`config.mk`:
```
export PLATFORM = sky130hd
export DESIGN_NAME = qdc_serial_dac
export DESIGN_NICKNAME = d
export VERILOG_FILES = /design/src/verilog/qdc_pkg.sv /design/src/verilog/qdc_serial_dac.sv
export SDC_FILE = /design/constraint.sdc
export NUM_CORES = 1
export LEC_CHECK = 0
export BUFFER_PORTS_ARGS = -buffer_cell sky130_fd_sc_hd__buf_2
export CORE_MARGIN = 8
export CORE_UTILIZATION = 25
export CTS_BUF_LIST = sky130_fd_sc_hd__clkbuf_4 sky130_fd_sc_hd__clkbuf_8
export DETAILED_ROUTE_END_ITERATION = 16
export PLACE_DENSITY = 0.5
export SYNTH_ARGS = -nofsm -noshare
export SYNTH_HDL_FRONTEND = slang
export SYNTH_SLANG_ARGS = --single-unit
```
`constraint.sdc`:
```
create_clock -name core_clk -period 1.5 [get_ports core_clk]
set_input_delay 0.225 -clock core_clk [delete_from_list [all_inputs] [get_ports core_clk]]
set_output_delay 0.225 -clock core_clk [all_outputs]
set_load 0.05 [all_outputs]
```
`src/verilog/qdc_pkg.sv`:
```
// Constants shared by the quad DAC serial load control logic
package qdc_pkg;

	// Serial word format
	localparam int unsigned WORD_BITS    = 12;
	localparam int unsigned CNT_W        = 4;
	localparam logic [3:0]  WORD_BITS_C  = 4'hC;
	localparam int unsigned DATA_W       = 8;
	localparam int unsigned CHAN_N       = 4;
	localparam int unsigned ADDR_W       = 2;

	// Default field positions inside the 12-bit word
	localparam int unsigned POS_SEL_HI   = 11;
	localparam int unsigned POS_SEL_LO   = 10;
	localparam int unsigned POS_SD_ALL   = 9;
	localparam int unsigned POS_SD_CHAN  = 8;
	localparam int unsigned POS_DATA_LSB = 0;

	// Reset values, the all-shut mask and the count step
	localparam logic [DATA_W-1:0] CODE_ZERO = 8'h00;
	localparam logic [CHAN_N-1:0] SD_NONE   = 4'h0;
	localparam logic [CHAN_N-1:0] SD_ALL    = 4'hF;
	localparam logic [WORD_BITS-1:0] WORD_ZERO = 12'h000;
	localparam logic [CNT_W-1:0]  CNT_ZERO  = 4'h0;
	localparam logic [CNT_W-1:0]  CNT_ONE   = 4'h1;

	// Idle levels of the synchronised pins: strobe_n, clear_n, powerdown, sclk, cs_n
	localparam logic [4:0]        PIN_IDLE  = 5'h19;

	// Shutdown bits are active low in the word
	localparam logic SD_ASSERTED = 1'b0;

	// Output resolution: level = reference * code / 256
	localparam int unsigned FULL_SCALE_DIV = 256;

	// Transfer sequencer states, Gray coded along idle, shift, load
	typedef enum logic [1:0] {
		QDC_IDLE  = 2'b00,
		QDC_SHIFT = 2'b01,
		QDC_LOAD  = 2'b11
	} qdc_state_t;

endpackage

```
`src/verilog/qdc_serial_dac.sv`:
```
// Serial load, shutdown and register control of a quad 8-bit DAC
`timescale 1ns/1ps
`default_nettype none

// Summary of operation
// - Each transfer forms a twelve-bit word
// - Bits arrive most significant first
// - Data sampled on serial clock rising edge
// - Shift only while chip select low
// - Chip select rise decodes last twelve bits
// - Chip select rise loads addressed input register
// - Shutdown bit zero still stores the data
// - Shutdown-all bit alone shuts every channel
// - Shutdown keeps DAC register contents
// - Clear low zeroes all input, DAC registers
// - Load strobe low copies all inputs to DACs
// - DAC registers transparent while strobe low
// - Floating data pin means hardware powerdown
// - Hardware powerdown shuts all four outputs
// - Power-up reset zeroes all registers but the pin synchronisers and edge history
// - DAC registers hold zero until first load
// - Output level is reference times code/256
module qdc_serial_dac #(
	parameter int unsigned SEL_HI_POS   = qdc_pkg::POS_SEL_HI,
	parameter int unsigned SEL_LO_POS   = qdc_pkg::POS_SEL_LO,
	parameter int unsigned SD_ALL_POS   = qdc_pkg::POS_SD_ALL,
	parameter int unsigned SD_CHAN_POS  = qdc_pkg::POS_SD_CHAN,
	parameter int unsigned DATA_LSB_POS = qdc_pkg::POS_DATA_LSB
) (
	// Clock, reset, enable
	input  wire logic                              core_clk,
	input  wire logic                              arst_n,
	input  wire logic                              clk_en,
	// Serial port pins
	input  wire logic                              chip_select_n,
	input  wire logic                              serial_clk,
	input  wire logic                              serial_in_or_powerdown_pin,
	// Pin-level detector: data pin left floating
	input  wire logic                              hardware_powerdown,
	// Hardware control pins
	input  wire logic                              async_zero_clear_n,
	input  wire logic                              output_update_strobe_n,
	// DAC register codes per channel
	output logic [qdc_pkg::DATA_W-1:0]             dac_code_a,
	output logic [qdc_pkg::DATA_W-1:0]             dac_code_b,
	output logic [qdc_pkg::DATA_W-1:0]             dac_code_c,
	output logic [qdc_pkg::DATA_W-1:0]             dac_code_d,
	// Output buffer control, one bit per channel
	output logic [qdc_pkg::CHAN_N-1:0]             chan_shutdown,
	output logic [qdc_pkg::CHAN_N-1:0]             sw_shutdown,
	// Transfer status
	output logic                                   word_loaded,
	output logic                                   short_word,
	output logic                                   hw_powerdown_active
);
	import qdc_pkg::*;

	// Synchronisers: first stage read only by second stage
	logic [4:0] sync1_reg;
	logic [4:0] sync2_reg;
	logic       sclk_last_reg;
	logic       cs_n_last_reg;

	wire logic [4:0] pins_raw = {output_update_strobe_n, async_zero_clear_n,
		hardware_powerdown, serial_clk, chip_select_n};

	// Reset to the idle pin levels so no false edge follows reset
	always_ff @(posedge core_clk or negedge arst_n) begin
		if (!arst_n) begin
			sync1_reg     <= PIN_IDLE;
			sync2_reg     <= PIN_IDLE;
		end else if (clk_en) begin
			sync1_reg     <= pins_raw;
			sync2_reg     <= sync1_reg;
		end
	end

	// Edge history, taken from the second stage only
	always_ff @(posedge core_clk or negedge arst_n) begin
		if (!arst_n) begin
			sclk_last_reg <= PIN_IDLE[1];
			cs_n_last_reg <= PIN_IDLE[0];
		end else if (clk_en) begin
			sclk_last_reg <= sync2_reg[1];
			cs_n_last_reg <= sync2_reg[0];
		end
	end

	// Data pin passes its own two stages
	// Same depth as the clock path, so the bit seen with a synchronised
	// rising edge is the bit that stood on the pin at that edge
	logic sdi1_reg;
	logic sdi2_reg;

	always_ff @(posedge core_clk or negedge arst_n) begin
		if (!arst_n) begin
			sdi1_reg <= 1'b0;
			sdi2_reg <= 1'b0;
		end else if (clk_en) begin
			sdi1_reg <= serial_in_or_powerdown_pin;
			sdi2_reg <= sdi1_reg;
		end
	end

	wire logic cs_n_s      = sync2_reg[0];
	wire logic sclk_s      = sync2_reg[1];
	wire logic hw_pd_s     = sync2_reg[2];
	wire logic clear_n_s   = sync2_reg[3];
	wire logic strobe_n_s  = sync2_reg[4];

	// Edge detection on synchronised pins
	// The serial clock must stay high and low for several core cycles,
	// or an edge pair falls between two samples and a bit is lost
	wire logic sclk_rise   = sclk_s & ~sclk_last_reg;
	wire logic cs_fall     = ~cs_n_s & cs_n_last_reg;
	wire logic cs_rise     = cs_n_s & ~cs_n_last_reg;
	wire logic shift_en    = sclk_rise & ~cs_n_s;

	// Transfer sequencer
	// Idle waits for a chip select fall, shift collects bits until the
	// chip select rise, load lasts one cycle while the word is decoded
	qdc_state_t state_reg;
	qdc_state_t state_next;

	always_comb begin
		state_next = state_reg;
		unique case (state_reg)
			QDC_IDLE: begin
				if (cs_fall) begin
					state_next = QDC_SHIFT;
				end
			end
			QDC_SHIFT: begin
				if (cs_rise) begin
					state_next = QDC_LOAD;
				end
			end
			QDC_LOAD: begin
				state_next = QDC_IDLE;
			end
			default: begin
				state_next = QDC_IDLE;
			end
		endcase
	end

	always_ff @(posedge core_clk or negedge arst_n) begin
		if (!arst_n) begin
			state_reg <= QDC_IDLE;
		end else if (clk_en) begin
			state_reg <= state_next;
		end
	end

	// Serial shift register, MSB first; older surplus bits fall off the top
	logic [WORD_BITS-1:0] shift_reg;
	logic [CNT_W-1:0]     bit_cnt_reg;
	logic [WORD_BITS-1:0] shift_next;
	logic [CNT_W-1:0]     bit_cnt_next;

	wire logic in_frame  = (state_reg == QDC_SHIFT);
	wire logic cnt_full  = (bit_cnt_reg == WORD_BITS_C);

	assign shift_next   = {shift_reg[WORD_BITS-2:0], sdi2_reg};
	assign bit_cnt_next = cnt_full ? bit_cnt_reg : bit_cnt_reg + CNT_ONE;

	// Shift register keeps no frame history beyond the last twelve bits
	always_ff @(posedge core_clk or negedge arst_n) begin
		if (!arst_n) begin
			shift_reg <= WORD_ZERO;
		end else if (clk_en) begin
			if (shift_en && in_frame) begin
				shift_reg <= shift_next;
			end
		end
	end

	// Bit counter saturates at a full word; surplus bits need no count
	always_ff @(posedge core_clk or negedge arst_n) begin
		if (!arst_n) begin
			bit_cnt_reg <= CNT_ZERO;
		end else if (clk_en) begin
			if (cs_fall) begin
				bit_cnt_reg <= CNT_ZERO;
			end else if (shift_en && in_frame) begin
				bit_cnt_reg <= bit_cnt_next;
			end
		end
	end

	// Word decode at chip select rise
	// A frame shorter than a word stores nothing and only raises the
	// short-word flag, so a half-sent byte never reaches a channel
	wire logic commit     = (state_reg == QDC_LOAD);
	wire logic word_ok    = commit & cnt_full;
	wire logic word_short = commit & ~cnt_full;

	wire logic [ADDR_W-1:0] sel_code  = {shift_reg[SEL_HI_POS], shift_reg[SEL_LO_POS]};
	wire logic              sd_all_b  = shift_reg[SD_ALL_POS];
	wire logic              sd_chan_b = shift_reg[SD_CHAN_POS];
	wire logic [DATA_W-1:0] word_data = shift_reg[DATA_LSB_POS +: DATA_W];

	wire logic [CHAN_N-1:0] sel_onehot = CHAN_N'(1) << sel_code;
	wire logic              sd_all_set  = (sd_all_b == SD_ASSERTED);
	wire logic              sd_chan_set = (sd_chan_b == SD_ASSERTED);

	// Clear and transparent load
	// Both pins are synchronised, so they act within three core cycles;
	// clear wins over load and over a word landing in the same cycle
	wire logic clear_act  = ~clear_n_s;
	wire logic dac_follow = ~strobe_n_s;

	// Software shutdown state
	// Shutdown-all shuts every channel, shutdown-channel only the
	// addressed one; with both bits high the addressed channel is released
	logic [CHAN_N-1:0] sw_sd_reg;
	logic [CHAN_N-1:0] sw_sd_next;

	assign sw_sd_next = sd_all_set  ? SD_ALL
		: sd_chan_set ? (sw_sd_reg | sel_onehot)
		: (sw_sd_reg & ~sel_onehot);

	always_ff @(posedge core_clk or negedge arst_n) begin
		if (!arst_n) begin
			sw_sd_reg <= SD_NONE;
		end else if (clk_en && word_ok) begin
			sw_sd_reg <= sw_sd_next;
		end
	end

	// Input and DAC registers per channel
	logic [DATA_W-1:0] in_reg  [CHAN_N];
	logic [DATA_W-1:0] dac_reg [CHAN_N];

	genvar ch;
	generate
		for (ch = 0; ch < CHAN_N; ch++) begin : g_chan
			wire logic load_in = word_ok & sel_onehot[ch];

			always_ff @(posedge core_clk or negedge arst_n) begin
				if (!arst_n) begin
					in_reg[ch] <= CODE_ZERO;
				end else if (clk_en) begin
					if (clear_act) begin
						in_reg[ch] <= CODE_ZERO;
					end else if (load_in) begin
						in_reg[ch] <= word_data;
					end
				end
			end

			// Shutdown never touches the code, so it is kept
			always_ff @(posedge core_clk or negedge arst_n) begin
				if (!arst_n) begin
					dac_reg[ch] <= CODE_ZERO;
				end else if (clk_en) begin
					if (clear_act) begin
						dac_reg[ch] <= CODE_ZERO;
					end else if (dac_follow) begin
						dac_reg[ch] <= in_reg[ch];
					end
				end
			end
		end
	endgenerate

	// Registered status and buffer control
	logic [CHAN_N-1:0] chan_sd_reg;
	logic              loaded_reg;
	logic              short_reg;
	logic              hw_pd_reg;

	// Buffer shutdown merges software state and the pin detector
	always_ff @(posedge core_clk or negedge arst_n) begin
		if (!arst_n) begin
			chan_sd_reg <= SD_NONE;
		end else if (clk_en) begin
			chan_sd_reg <= sw_sd_reg | {CHAN_N{hw_pd_s}};
		end
	end

	// One-cycle pulse per decoded word
	always_ff @(posedge core_clk or negedge arst_n) begin
		if (!arst_n) begin
			loaded_reg <= 1'b0;
		end else if (clk_en) begin
			loaded_reg <= word_ok;
		end
	end

	// Short-frame flag stands until the next good word
	always_ff @(posedge core_clk or negedge arst_n) begin
		if (!arst_n) begin
			short_reg <= 1'b0;
		end else if (clk_en) begin
			if (word_ok) begin
				short_reg <= 1'b0;
			end else if (word_short) begin
				short_reg <= 1'b1;
			end
		end
	end

	// Powerdown status follows the synchronised detector
	// Register contents are left alone while it stands
	always_ff @(posedge core_clk or negedge arst_n) begin
		if (!arst_n) begin
			hw_pd_reg <= 1'b0;
		end else if (clk_en) begin
			hw_pd_reg <= hw_pd_s;
		end
	end

	// Code drives a ladder: level = reference * code / 256
	// Every output below is a flip-flop; no logic sits after them
	assign dac_code_a          = dac_reg[0];
	assign dac_code_b          = dac_reg[1];
	assign dac_code_c          = dac_reg[2];
	assign dac_code_d          = dac_reg[3];
	assign chan_shutdown       = chan_sd_reg;
	assign sw_shutdown         = sw_sd_reg;
	assign word_loaded         = loaded_reg;
	assign short_word          = short_reg;
	assign hw_powerdown_active = hw_pd_reg;

endmodule

`default_nettype wire

```
; Yosys cells after proc, flatten, opt, wreduce, memory -nomap -nowiden
; Index checks and enable logic that the tools add are counted.
[classes]
n_eq_ne = 11
addsub = 1
muxes = 26
n_reduce_logical = 14
bitwise = 18
n_shift = 1
[op_table]
columns = op, n
row1 = 2-to-1 mux 8 bit, 16
row2 = 2-to-1 mux 4 bit, 5
row3 = AND reduction 2 bit, 7
row4 = bitwise AND 1 bit, 10
row5 = "!= test 2 x 1 -> 1 bit, second input constant", 4
row6 = "!= test 2 bit, second input constant", 4
row7 = OR 4 bit, 2
row8 = AND reduction 3 bit, 2
row9 = "adder 4 x 1 -> 4 bit, second input constant", 1
row10 = bitwise AND 4 bit, 1
row11 = "== test 4 bit, second input constant", 1
row12 = 2-to-1 mux 2 bit, 2
row13 = NOT 1 bit, 4
row14 = NOT 4 bit, 1
row15 = one-hot mux 2 bit (2 select lines), 1
row16 = nonzero test 2 bit, 2
row17 = "<< shifter 1 x 2 -> 4 bit, first input constant", 1
row18 = "== test 2 x 1 -> 1 bit, second input constant", 1
row19 = "== test 2 bit, second input constant", 1
row20 = logical AND 1 bit, 2
row21 = logical NOT 2 bit, 1
row22 = 2-to-1 mux 1 bit, 2
[word_totals]
input_bits = 9
register_bits = 107
out_inout_bits = 43
word_cells = 93

; Logic depth before layout (Yosys ltp)
; Gate-level depths: netlist of run 1.
[logic_depth]
depth_word = 6
mapped_depth = 6

; Least setup slack after synthesis of run 1
; No wires, ideal clock.
[synth_timing]
path_type = register to register
start = reg bit_cnt_reg[0]
end = reg in_reg[30] (netlist name)
slack_ns = 0.046
required_ns = 1.366
t_arrival_ns = 1.320
setup_time_ns = 0.134
path_stages_with_launch = 7
path_cell_list = dfrtp_1 > inv_1 > ha_1 > nand4_2 > clkbuf_1 > o211ai_1 > o221ai_2
[synth_via]
elab_chain_cells = 5
[synth_rtl]
columns = item, line
row1 = from (decl), qdc_serial_dac.sv:157  ; logic [CNT_W-1:0] bit_cnt_reg;
row2 = from (signal assigned), qdc_serial_dac.sv:186  ; bit_cnt_reg <= bit_cnt_next;
row3 = == test 4 bit, qdc_serial_dac.sv:162  ; wire logic cnt_full = (bit_cnt_reg == WORD_BITS_C);
row4 = bitwise AND 1 bit, qdc_serial_dac.sv:195  ; wire logic word_ok = commit & cnt_full;
row5 = bitwise AND 1 bit, qdc_serial_dac.sv:238  ; wire logic load_in = word_ok & sel_onehot[ch];
row6 = != test 2 x 1 -> 1 bit (no line), --
row7 = AND reduction 2 bit (no line), --
row8 = "to (signal, indexed assignment)", qdc_serial_dac.sv:247  ; in_reg[ch] <= word_data;
row9 = to (decl), qdc_serial_dac.sv:232  ; logic [DATA_W-1:0] in_reg [CHAN_N];
; No other way between the ends.
; A chain may end at the register's enable or synchronous reset.

; Final worst setup path of run 1
[layout_timing]
start = reg bit_cnt_reg[1]
end = reg in_reg[7] (netlist name)
; The elaborated chain is that of the path after synthesis.

==> results of run 1 <==
-- worst paths after layout --
check                                            start            end  slack, ps  cells after the start
worst max-delay path                    bit_cnt_reg[1]      in_reg[7]         -4                      6
worst min-delay path            output_update_strobe_n   sync1_reg[4]         70                      2
worst max register to register          bit_cnt_reg[1]      in_reg[7]         -4                      6
worst min register to register           dac_code_d[6]  dac_code_d[6]        510                      1
max in group asynchronous                       arst_n   sync1_reg[0]        650                      3
min in group asynchronous                       arst_n  dac_code_b[4]        250                      2
-- cells in the final DEF, fill, tap and decap left out, types with 2 or more instances in the layout --
master,synthesis,routed
o21ai_0,8,8
o221ai_2,8,8
mux2_2,25,25
clkbuf_8,0,10
buf_12,0,8
dfrtp_1,100,100
inv_2,0,2
a31oi_1,3,3
nand3_1,2,2
buf_4,6,18
nor2b_1,2,2
a21oi_1,10,10
o211ai_1,33,33
a211oi_1,3,3
o221ai_1,23,23
buf_6,3,3
nand2_1,16,16
buf_2,12,50
a22o_1,32,32
and3_1,3,2
dfstp_2,7,7
inv_1,40,38
bufinv_16,0,2
nor2_1,10,9
nor3_1,4,3
-- power groups by stage --
stage / Sequential, mW / Clock (mW) / Combinational, mW
after floorplan: 3.85 / 0 / 0.775
after CTS: 3.62 / 2.13 / 1.49
after global placement: 3.66 / 0 / 1.45
after global routing: 3.69 / 2.23 / 1.70
after detailed placement: 3.68 / 0 / 1.48
final: 3.63 / 2.06 / 1.55
-- metrics by stage --
stage	total power [mW]	std cells	utilization [%]	area, sq um
after floorplan	4.62	384	-	4660
after global placement	5.12	665	28.8	5330
after detailed placement	5.16	665	28.8	5330
after CTS	7.25	682	30.1	5580
after global routing	7.63	685	30.8	5700
final	7.24	685	30.8	5700
-- cell usage after synthesis, drive strengths merged (3+ instances only) --
library cell | count | area (sq um)
a211oi | 3 | 22.5
a21oi | 10 | 50.1
a22o | 32 | 280
a31oi | 3 | 18.8
and3 | 3 | 18.8
buf | 21 | 139
clkbuf | 9 | 33.8
dfrtp | 100 | 2500
dfstp | 7 | 184
inv | 40 | 150
mux2 | 25 | 282
nand2 | 17 | 66.3
nor2 | 10 | 37.5
nor3 | 5 | 30.0
o211ai | 33 | 248
o21ai | 8 | 40.0
o221ai | 31 | 322
-- final cells by class --
type / instances / area share (%)
Inverter: 40 / 2.64
Sequential cell: 107 / 47.2
Clock inverter: 6 / 1.69
Tap cell: 234 / 5.14
Multi-Input combinational cell: 207 / 30.2
Timing Repair Buffer: 81 / 10.8
Clock buffer: 10 / 2.42
-- repair_timing --
action / 4_1_cts / 5_1_grt
pin swaps: 0 / 3
resized for setup: 2 / 17
cloned: 0 / 2
endpoints found under the hold margin: 18 / 0
buffers inserted: 0 / 1
hold buffers: 1 / 0
setup endpoints to repair: 8 / 40
-- critical path, stage by stage (launching register included) --
cell and delay (ps):
dfrtp_1 410, inv_2 80, ha_4 140, nand4_4 190
buf_6 220, o211ai_1 180, o221ai_1 150
-- layer usage --
metal	vias up	wire (um)	GRT usage, %
met1	1630	5460	12.9
met5	-	0	0
li1	1556	-	-
met2	60	5420	16.0
met3	16	492	2.95
met4	0	264	4.52
-- logic make-up (layout without fill, tap and decap cells) --
logic type                 count (synthesis)  in the layout  share of synthesized area, %
and+or+nand+nor                           53             53                          6.55
DFF                                      107            107                          57.6
AOI/OAI and AO/OA                        126            126                          22.1
buffers and inverters                     70            137                          6.92
adders and majority gates                  2              2                         0.537
muxes                                     26             26                          6.25
==> qor.yml, run 1 <==
clock_network:
  clock_tree_from_tritoncts: "yes"
  cts-root-buf: "clkbuf_8"
  clock_pin_slew_reported_for_the_worst_setup_and_hold_paths_after_clock_tree_synthesis_ps: 110
  htree_levels: 3
  cts.sink_count: 107
  clk_path_buf_depth: 2
  tritoncts.num_buffers: 9
  clkLatencyLatePin_ps: 390
pwr:
  static-leakage-power_nw: 2.54
  netSwitchingPower_mw: 2.34
  p_comb_share_pct: 21.4
  p_clk_share_pct: 28.5
  pwr-share-seq_pct: 50.1
  fraction_of_power_spent_switching_nets_pct: 32.4
  internal-power_mw: 4.89
  vdd_ir_drop_max_uv: 406
  p_per_area_nw_per_um2: 1270
outcome:
  run_status: "finished, violations left"
  violations: "setup timing"
timing:
  worst_slew_margin_rel_pct: 76.7
  minimum_clock_period_after_layout_ps: 1500
  final.hold.worst_slack_ps: 66.2
  post-route-worst-setup-slack_ps: -3.71
  min_period_over_period_pct: 100
  setup_tns_ps: -5.67
  achievable-frequency_mhz: 665
  final_hold_viol_count: 0
  final-setup-viol-count: 2
  rsz0062_at_grt: "true"
  slew_violations: 0
  max_slew.worst_pin.slew_ps: 350
  finalClockSkew_ps: 13.7
worst_setup_path:
  path_class: "register to register"
  end_kind: "register"
  cp_data_required_time_ps: 1750
  critPathArrivalTime_ps: 1750
  start_kind: "register"
  cp_max_fo: 14
layout:
  drive_above_1_share_pct: 33.7
  area_growth_syn_to_layout_pct: 22.2
  antenna_fix_cells: 0
  fin_nets: 457
  multi_input_area_sq_um: 1720
  filler_cell_count: 1853
  number_of_flip_flops_under_the_largest_register_name: 32
  seq_area_sq_um: 2690
synthesis:
  synthCells: 384
  number_of_enable_flip_flop_cells_after_synthesis: 0
  synth_area_sq_um: 4660
  async_reset_ff_share_pct: 100
  yosysUniqueCellTypes: 43
  synth_nets: 395
  share_of_the_yosys_chip_area_belonging_to_registers_pct: 57.6
  synth_area_per_inst_sq_um: 12.1
  synth_warnings: 0
  ys_dominant_reg_cell: "dfrtp_1"
  synth.ff_latch_count: 107
flow_run:
  cap_viol_max_count: 0
global_routing:
  grt_pass1_vias: 3443
  grt_util_all_layers_pct: 10.2
  maximum_number_of_pins_on_one_net_before_global_route_repair: 50
  grt_first_pass_wirelength_um: 19300
  initial_antenna_violation_count: 0
  globalRoute.totalOverflow: 0
placed_design:
  gpl.final_weighted_congestion: 0.735
  half_perimeter_wire_length_of_the_detailed_placement_result_um: 7930
  detailedPlace.worstSlack_ps: -37.7
  placement.io_buffers: 51
die:
  fp-row-count: 50
  die_width_um: 153
  core_area_sq_um: 18500
  pin_count: 52
  effective_utilization_at_floorplan_pct: 25.2
  area_of_the_die_sq_um: 23300
  die_y_um: 153
routing:
  drc: 0
  drt_wl_total_um: 11600
  detail_route.wl_per_cell_um: 17.0
  vias_cell: 4.76
  drtAntennaViolNets: 0
  dr_vias: 3262
  drt-pass1-iter-count: 4
  drt_first_iter_violations: 201
hold_path:
  hold_path.class: "input pin to register"
Note: power is estimated with default switching activity, not from simulation.
==> run 2: changes to the inputs <==
- ABC_AREA: not set -> 1
==> run 2 against run 1 <==
Compared with the run above:
- final area is 2.4% lower
- flip-flop and latch count is the same
- clock power decreased by 9.7%
- the run now ends clean
- highest routed layer unchanged
- sequential power is 8.0% lower
- combinational power is 24% lower
==> qor.yml, run 2 <==
global_routing:
  maximum_number_of_pins_on_one_net_before_global_route_repair: 65  # +30%
  globalRoute.totalOverflow: 0  # unchanged
  grt_util_all_layers_pct: 10.3  # +0.070 points
  grt_pass1_vias: 3645  # +5.9%
  initial_antenna_violation_count: 0  # unchanged
  grt_first_pass_wirelength_um: 18500  # -4.2%
die:
  effective_utilization_at_floorplan_pct: 25.4  # +0.22 points
  fp-row-count: 49  # -2.0%
  pin_count: 52  # unchanged
  die_width_um: 151  # -1.1%
  core_area_sq_um: 17900  # -3.3%
  die_y_um: 151  # -1.1%
  area_of_the_die_sq_um: 22800  # -2.2%
timing:
  minimum_clock_period_after_layout_ps: 1390  # -110 ps
  final_hold_viol_count: 0  # unchanged
  max_slew.worst_pin.slew_ps: 454  # +104 ps
  setup_tns_ps: 0  # +5.67 ps
  final-setup-viol-count: 0  # -2
  min_period_over_period_pct: 92.9  # -7.3 points
  worst_slew_margin_rel_pct: 69.6  # -7.0 points
  post-route-worst-setup-slack_ps: 106  # +110 ps
  achievable-frequency_mhz: 718  # +7.9%
  slew_violations: 0  # unchanged
  finalClockSkew_ps: 16.4  # +2.74 ps
synthesis:
  cell_type_contributing_the_most_total_cell_area_after_synthesis: "dfrtp_1"
  synthCells: 509  # +33%
  synth_warnings: 0  # unchanged
  post-synth-top-count-cell: "nand2_1"
  async_reset_ff_share_pct: 100  # unchanged
  synth_area_sq_um: 4550  # -2.5%
  synth_area_per_inst_sq_um: 8.94  # -26%
  number_of_enable_flip_flop_cells_after_synthesis: 0  # unchanged
  yosysUniqueCellTypes: 25  # -42%
  synth_top_area_share_pct: 55.0  # +1.4 points
  synth.ff_latch_count: 107  # unchanged
  ys_top_cells_by_count: "153 x nand2_1, 100 x dfrtp_1, 85 x nand3_1, 58 x inv_1, 46 x o21ai_0"
  ys_dominant_reg_cell: "dfrtp_1"
  synth_nets: 520  # +32%
  share_of_the_yosys_chip_area_belonging_to_registers_pct: 59.1  # +1.5 points
  synth_area_leaders: "dfrtp_1 55%, nand2_1 13%, nand3_1 9.4%"
placed_design:
  detailedPlace.worstSlack_ps: 34.0  # +71.6 ps
  placedCellCount: 786  # +18%
  placement.io_buffers: 51  # unchanged
  gpl.final_weighted_congestion: 0.791  # +7.7%
  half_perimeter_wire_length_of_the_detailed_placement_result_um: 7600  # -4.1%
pwr:
  vdd_ir_drop_max_uv: 462  # +14%
  static-leakage-power_nw: 2.89  # +14%
  p_per_area_nw_per_um2: 1150  # -9.8%
  netSwitchingPower_mw: 2.18  # -7.0%
  p_clk_share_pct: 29.2  # +0.7 points
  fraction_of_power_spent_switching_nets_pct: 34.2  # +1.8 points
  pwr-share-seq_pct: 52.4  # +2.3 points
  internal-power_mw: 4.19  # -14%
  p_comb_share_pct: 18.5  # -2.9 points
worst_setup_path:
  path_delay_family: "simple AND/OR/NAND/NOR gates"
  cp_data_required_time_ps: 1830  # +80 ps
  worst_r2r_startpoint: "bit_cnt_reg[1]"
  end_kind: "register"
  crit_slowest_cell: "dfrtp_1"
  reg_to_reg_endpoint: "sw_shutdown[0]"
  critPathArrivalTime_ps: 1720  # -30 ps
  crit_path_max_incr_delay_ps: 390  # -20 ps
  path_buf_inv: 3  # +1
  regToRegSetupSlack_ps: 110  # +110 ps
  crit_path_cell_trace: "inv_1 > ha_2 > nand3_4 > nor2_8 > buf_12 > buf_4 > nand2_1 > nand3_1"
  rr_worst_depth: 8  # +2
  path_class: "register to register"
  cp_max_fo: 4  # -10
  start_kind: "register"
routing:
  dr_vias: 3578  # +9.7%
  vias_cell: 4.41  # -7.5%
  detail_route.wl_per_cell_um: 13.5  # -21%
  drt_first_iter_violations: 169  # -16%
  drtAntennaViolNets: 0  # unchanged
  drt_wl_total_um: 11000  # -5.8%
  drc: 0  # unchanged
  drt-pass1-iter-count: 4  # unchanged
layout:
  number_of_flip_flops_under_the_largest_register_name: 32  # unchanged
  final_cell_mix: "153 x nand2_1, 100 x dfrtp_1, 84 x nand3_1, 58 x inv_1, 50 x buf_2"
  antenna_fix_cells: 0  # unchanged
  drive_above_1_share_pct: 19.7  # -14 points
  filler_cell_count: 1912  # +3.2%
  seq_area_sq_um: 2690  # unchanged
  fin_cells: 812  # +19%
  postLayoutCoreUtil_pct: 31.1  # +0.30 points
  mostFrequentLayoutCell: "nand2_1"
  area_growth_syn_to_layout_pct: 22.3  # about the same
  fin_nets: 589  # +29%
  multi_input_area_sq_um: 1570  # -8.4%
clock_network:
  tritoncts.num_buffers: 9  # unchanged
  clk_path_buf_depth: 2  # unchanged
  clock_pin_slew_reported_for_the_worst_setup_and_hold_paths_after_clock_tree_synthesis_ps: 120  # about the same
  clock_tree_from_tritoncts: "yes"
  htree_levels: 3  # unchanged
  cts-root-buf: "clkbuf_8"
  clkLatencyLatePin_ps: 400  # about the same
  cts.sink_count: 107  # unchanged
hold_path:
  hold-path-endpoint: "sync1_reg[1]"
  hold_depth: 3  # +1
  hold_path.class: "input pin to register"
  worst_hold_launch: "serial_clk"
flow_run:
  cap_viol_max_count: 0  # unchanged
outcome:
  run_status: "completed"
run 2: worst reg2reg max path, delay by kind of cell (launching register included):
| family | cells | cell delay, ps |
|---|---|---|
| buffers and inverters | 3 | 300 |
| adders and majority gates | 1 | 180 |
| and+or+nand+nor | 4 | 460 |
| DFF | 1 | 390 |
run 2: stage by stage:
step                      total power [mW]  hold WS [ps]  instance area, sq um
final                                 6.37          25.3                  5560
after global routing                  6.73          40.7                  5560
after CTS                             6.42        0.0690                  5470
after detailed placement              4.52           208                  5200
after global placement                4.49           201                  5200
after floorplan                       4.11         -70.6                  4550
run 2: worst max-delay path by stage:
stage                              start              to  depth (start not counted)
after detailed placement  bit_cnt_reg[0]       in_reg[4]                          8
final                     bit_cnt_reg[1]  sw_shutdown[0]                          8
after global routing      bit_cnt_reg[0]  sw_shutdown[0]                          8
after CTS                 bit_cnt_reg[0]       in_reg[4]                          8
after floorplan           bit_cnt_reg[0]      in_reg[16]                          8
after global placement    bit_cnt_reg[0]       in_reg[4]                          8
run 2: layout make-up:
class | instances | share of cell area [%]
clock buffer | 9 | 2.23
multi-input combinational | 322 | 28.3
timing repair buffer | 78 | 10.3
inverter | 60 | 4.05
clock inverter | 7 | 1.64
tap | 229 | 5.15
sequential | 107 | 48.3
run 2: layer usage:
metal | track usage [%] | vias up | routed length (um)
li1 | - | 1764 | -
met1 | 13.1 | 1708 | 5020
met2 | 15.9 | 86 | 5020
met3 | 3.76 | 20 | 742
met4 | 3.32 | 0 | 188
met5 | 0 | - | 0
run 2: logic make-up (layout without fill, tap and decap cells):
logic type,Yosys count,after routing,share of synthesized area (%)
fa+ha+maj,2,2,0.550
buf+inv,80,154,7.26
flops,107,107,59.1
compound gates,56,56,6.41
simple gates,264,264,26.7
run 2: power by group through the flow:
stage / combinational [mW] / sequential, mW / clock (mW)
after floorplan: 0.641 / 3.47 / 0
after global placement: 1.11 / 3.38 / 0
after detailed placement: 1.14 / 3.39 / 0
after CTS: 1.15 / 3.33 / 1.94
after global routing: 1.33 / 3.37 / 2.03
final: 1.18 / 3.34 / 1.86
run 2: timing repair:
action,in CTS,in global routing
buffers inserted,0,5
resized for setup,0,6
endpoints found under the setup margin,0,33
hold buffers,5,0
hold endpoints to repair,22,0
==> run 3: changes to the inputs <==
- CORE_ASPECT_RATIO: not set -> 1.75
==> run 3 against run 2 <==
Compared with the run above:
- combinational power about the same
- sequential share of layout area increased by 0.46 points
- non-clock buffer count shrank 6
- highest routed layer unchanged
- global-route usage decreased by 0.33 points
- final area is 0.95% lower
- fmax decreased by 3.0%
- clock power hardly changed
==> qor.yml, run 3 (synthesis results as in run 2) <==
flow_run:
  cap_viol_max_count: 0  # unchanged
pwr:
  p_per_area_nw_per_um2: 1160  # +0.95%
  vdd_ir_drop_max_uv: 630  # +36%
  power.total_mw: 6.37  # about the same
  static-leakage-power_nw: 2.86  # -1.0%
placed_design:
  placedCellCount: 790  # +0.51%
  half_perimeter_wire_length_of_the_detailed_placement_result_um: 8030  # +5.6%
  placement.io_buffers: 51  # unchanged
  gpl.final_weighted_congestion: 0.797  # +0.81%
clock_network:
  tritoncts.num_buffers: 9  # unchanged
  clk_path_buf_depth: 2  # unchanged
  cts.sink_count: 107  # unchanged
  clock_pin_slew_reported_for_the_worst_setup_and_hold_paths_after_clock_tree_synthesis_ps: 110  # about the same
  htree_levels: 3  # unchanged
  cts-root-buf: "clkbuf_8"
  clkLatencyLatePin_ps: 390  # about the same
  clock_tree_from_tritoncts: "yes"
routing:
  route.met2.wl_um: 6160  # +23%
  dr_vias: 3501  # -2.2%
  drtAntennaViolNets: 0  # unchanged
  drt_first_iter_violations: 134  # -21%
  drc: 0  # unchanged
  wl_met1_um: 4280  # -15%
  drt-pass1-iter-count: 4  # unchanged
  highest_layer: "met4"
  met3WireLength_um: 284  # -62%
  vias_cell: 4.32  # -2.0%
  drt_wl_total_um: 11000  # about the same
  detail_route.wl_per_cell_um: 13.5  # +0.21%
worst_setup_path:
  crit_path_frequent_cell: "nand2_8"
  path_class: "register to register"
  crit_path_cell_trace: "inv_1 > ha_2 > nand3_4 > nor2_8 > buf_12 > nand2_8 > nand2_8 > nand2_2 > nand2_1"
  critPathArrivalTime_ps: 1760  # +40 ps
  reg_to_reg_endpoint: "in_reg[30]"
  cp_data_required_time_ps: 1830  # about the same
  crit_slowest_cell: "dfrtp_1"
  cp_max_fo: 10  # +6
  start_kind: "register"
  regToRegSetupSlack_ps: 60  # -40 ps
  crit_path_max_incr_delay_ps: 390  # about the same
  end_kind: "register"
  rr_worst_depth: 9  # +1
  worst_r2r_startpoint: "bit_cnt_reg[1]"
  timing.critical_path.from: "bit_cnt_reg[1]"
layout:
  final_cell_mix: "148 x nand2_1, 100 x dfrtp_1, 85 x nand3_1, 58 x inv_1, 50 x buf_2"
  mostFrequentLayoutCell: "nand2_1"
  drive_above_1_share_pct: 20.3  # +0.55 points
  number_of_flip_flops_under_the_largest_register_name: 32  # unchanged
  fin_cells: 811  # -0.12%
  antenna_fix_cells: 0  # unchanged
  fin_nets: 583  # -1.0%
  area_growth_syn_to_layout_pct: 21.1
global_routing:
  initial_antenna_violation_count: 0  # unchanged
  grt_first_pass_wirelength_um: 18200  # -1.3%
  maximum_number_of_pins_on_one_net_before_global_route_repair: 65  # unchanged
  globalRoute.totalOverflow: 0  # unchanged
  grt_util_all_layers_pct: 9.97  # -0.33 points
  grt_pass1_vias: 3535  # -3.0%
timing:
  minimum_clock_period_after_layout_ps: 1440  # +42.6 ps
  final-setup-viol-count: 0  # unchanged
  min_period_over_period_pct: 95.8  # +2.8 points
  finalClockSkew_ps: 11.8  # -4.62 ps
  final_hold_viol_count: 0  # unchanged
  setup_tns_ps: 0  # unchanged
  worst_slew_margin_rel_pct: 69.1  # -0.55 points
  slew_violations: 0  # unchanged
  achievable-frequency_mhz: 696  # -3.0%
  rsz0062_at_grt: "true"
  max_slew.worst_pin.slew_ps: 462  # +8.26 ps
outcome:
  run_status: "completed"
die:
  pin_count: 52  # unchanged
  core_area_sq_um: 18000  # +0.40%
  fp-row-count: 65  # +33%
  die_y_um: 194  # +29%
  area_of_the_die_sq_um: 22900  # +0.75%
  die_width_um: 118  # -22%
  effective_utilization_at_floorplan_pct: 25.3  # -0.10 points
hold_path:
  hold-path-endpoint: "sync1_reg[3]"
  hold_depth: 3  # unchanged
  worst_hold_launch: "async_zero_clear_n"
  hold_path.class: "input pin to register"
run 3: cell count changes in the layout (fill, tap and decap cells not counted), moves of 2 or more:
cell,before,now
buf_12,8,6
clkinv_8,3,0
dlygate4sd3_1,5,1
nand2_1,153,148
nand2_2,2,7
nand2_4,3,1
nand2_8,4,6
run 3: repair_timing:
action	4_1_cts	5_1_grt
endpoints found under the setup margin	2	31
buffers inserted	0	4
hold buffers	1	0
gates resized for setup	0	15
pin swaps	1	1
endpoints found under the hold margin	21	0
run 3: per-stage QoR:
stage	instance area (sq um)	util [%]	setup WS, ps	hold WS, ps
floorplan	4550	-	162	-70.6
global placement	5180	28.8	38.9	174
detailed placement	5180	28.8	17.1	171
CTS	5390	30.0	15.0	13.8
global route	5510	30.6	-30.6	21.5
finish	5510	30.6	63.7	42.4
run 3: per-layer routing:
layer	vias up	global-route usage [%]
li1	1750	-
met1	1681	9.92
met2	59	18.9
met3	11	1.83
met4	0	5.73
met5	-	0
run 3: worst max-delay path by stage:
stage	cells past startpoint	end	slack, ps
floorplan	8	in_reg[16]	160
global placement	8	in_reg[7]	40
detailed placement	8	in_reg[0]	20
CTS	8	in_reg[0]	20
global route	9	in_reg[18]	-30
finish	9	in_reg[30]	60
run 3: critical path, delay by kind of cell, from the launching register on:
kind / cells / cell delay, ps
and+or+nand+nor: 6 / 590
DFF: 1 / 390
buffers and inverters: 2 / 220
adders and majority gates: 1 / 180
run 3: power breakdown:
part           internal, mW  switching, mW
Sequential             3.15          0.194
Clock                 0.802           1.06
Combinational         0.349          0.820
run 3: cell type report:
| type | count | area [sq um] |
|---|---|---|
| inverters | 60 | 225 |
| multi-input cells | 322 | 1600 |
| clock buffers | 9 | 124 |
| clock inverters | 7 | 83.8 |
| repair buffers | 72 | 497 |
| flip-flops and latches | 107 | 2690 |
| well taps | 234 | 293 |
| fillers | 1872 | 12500 |
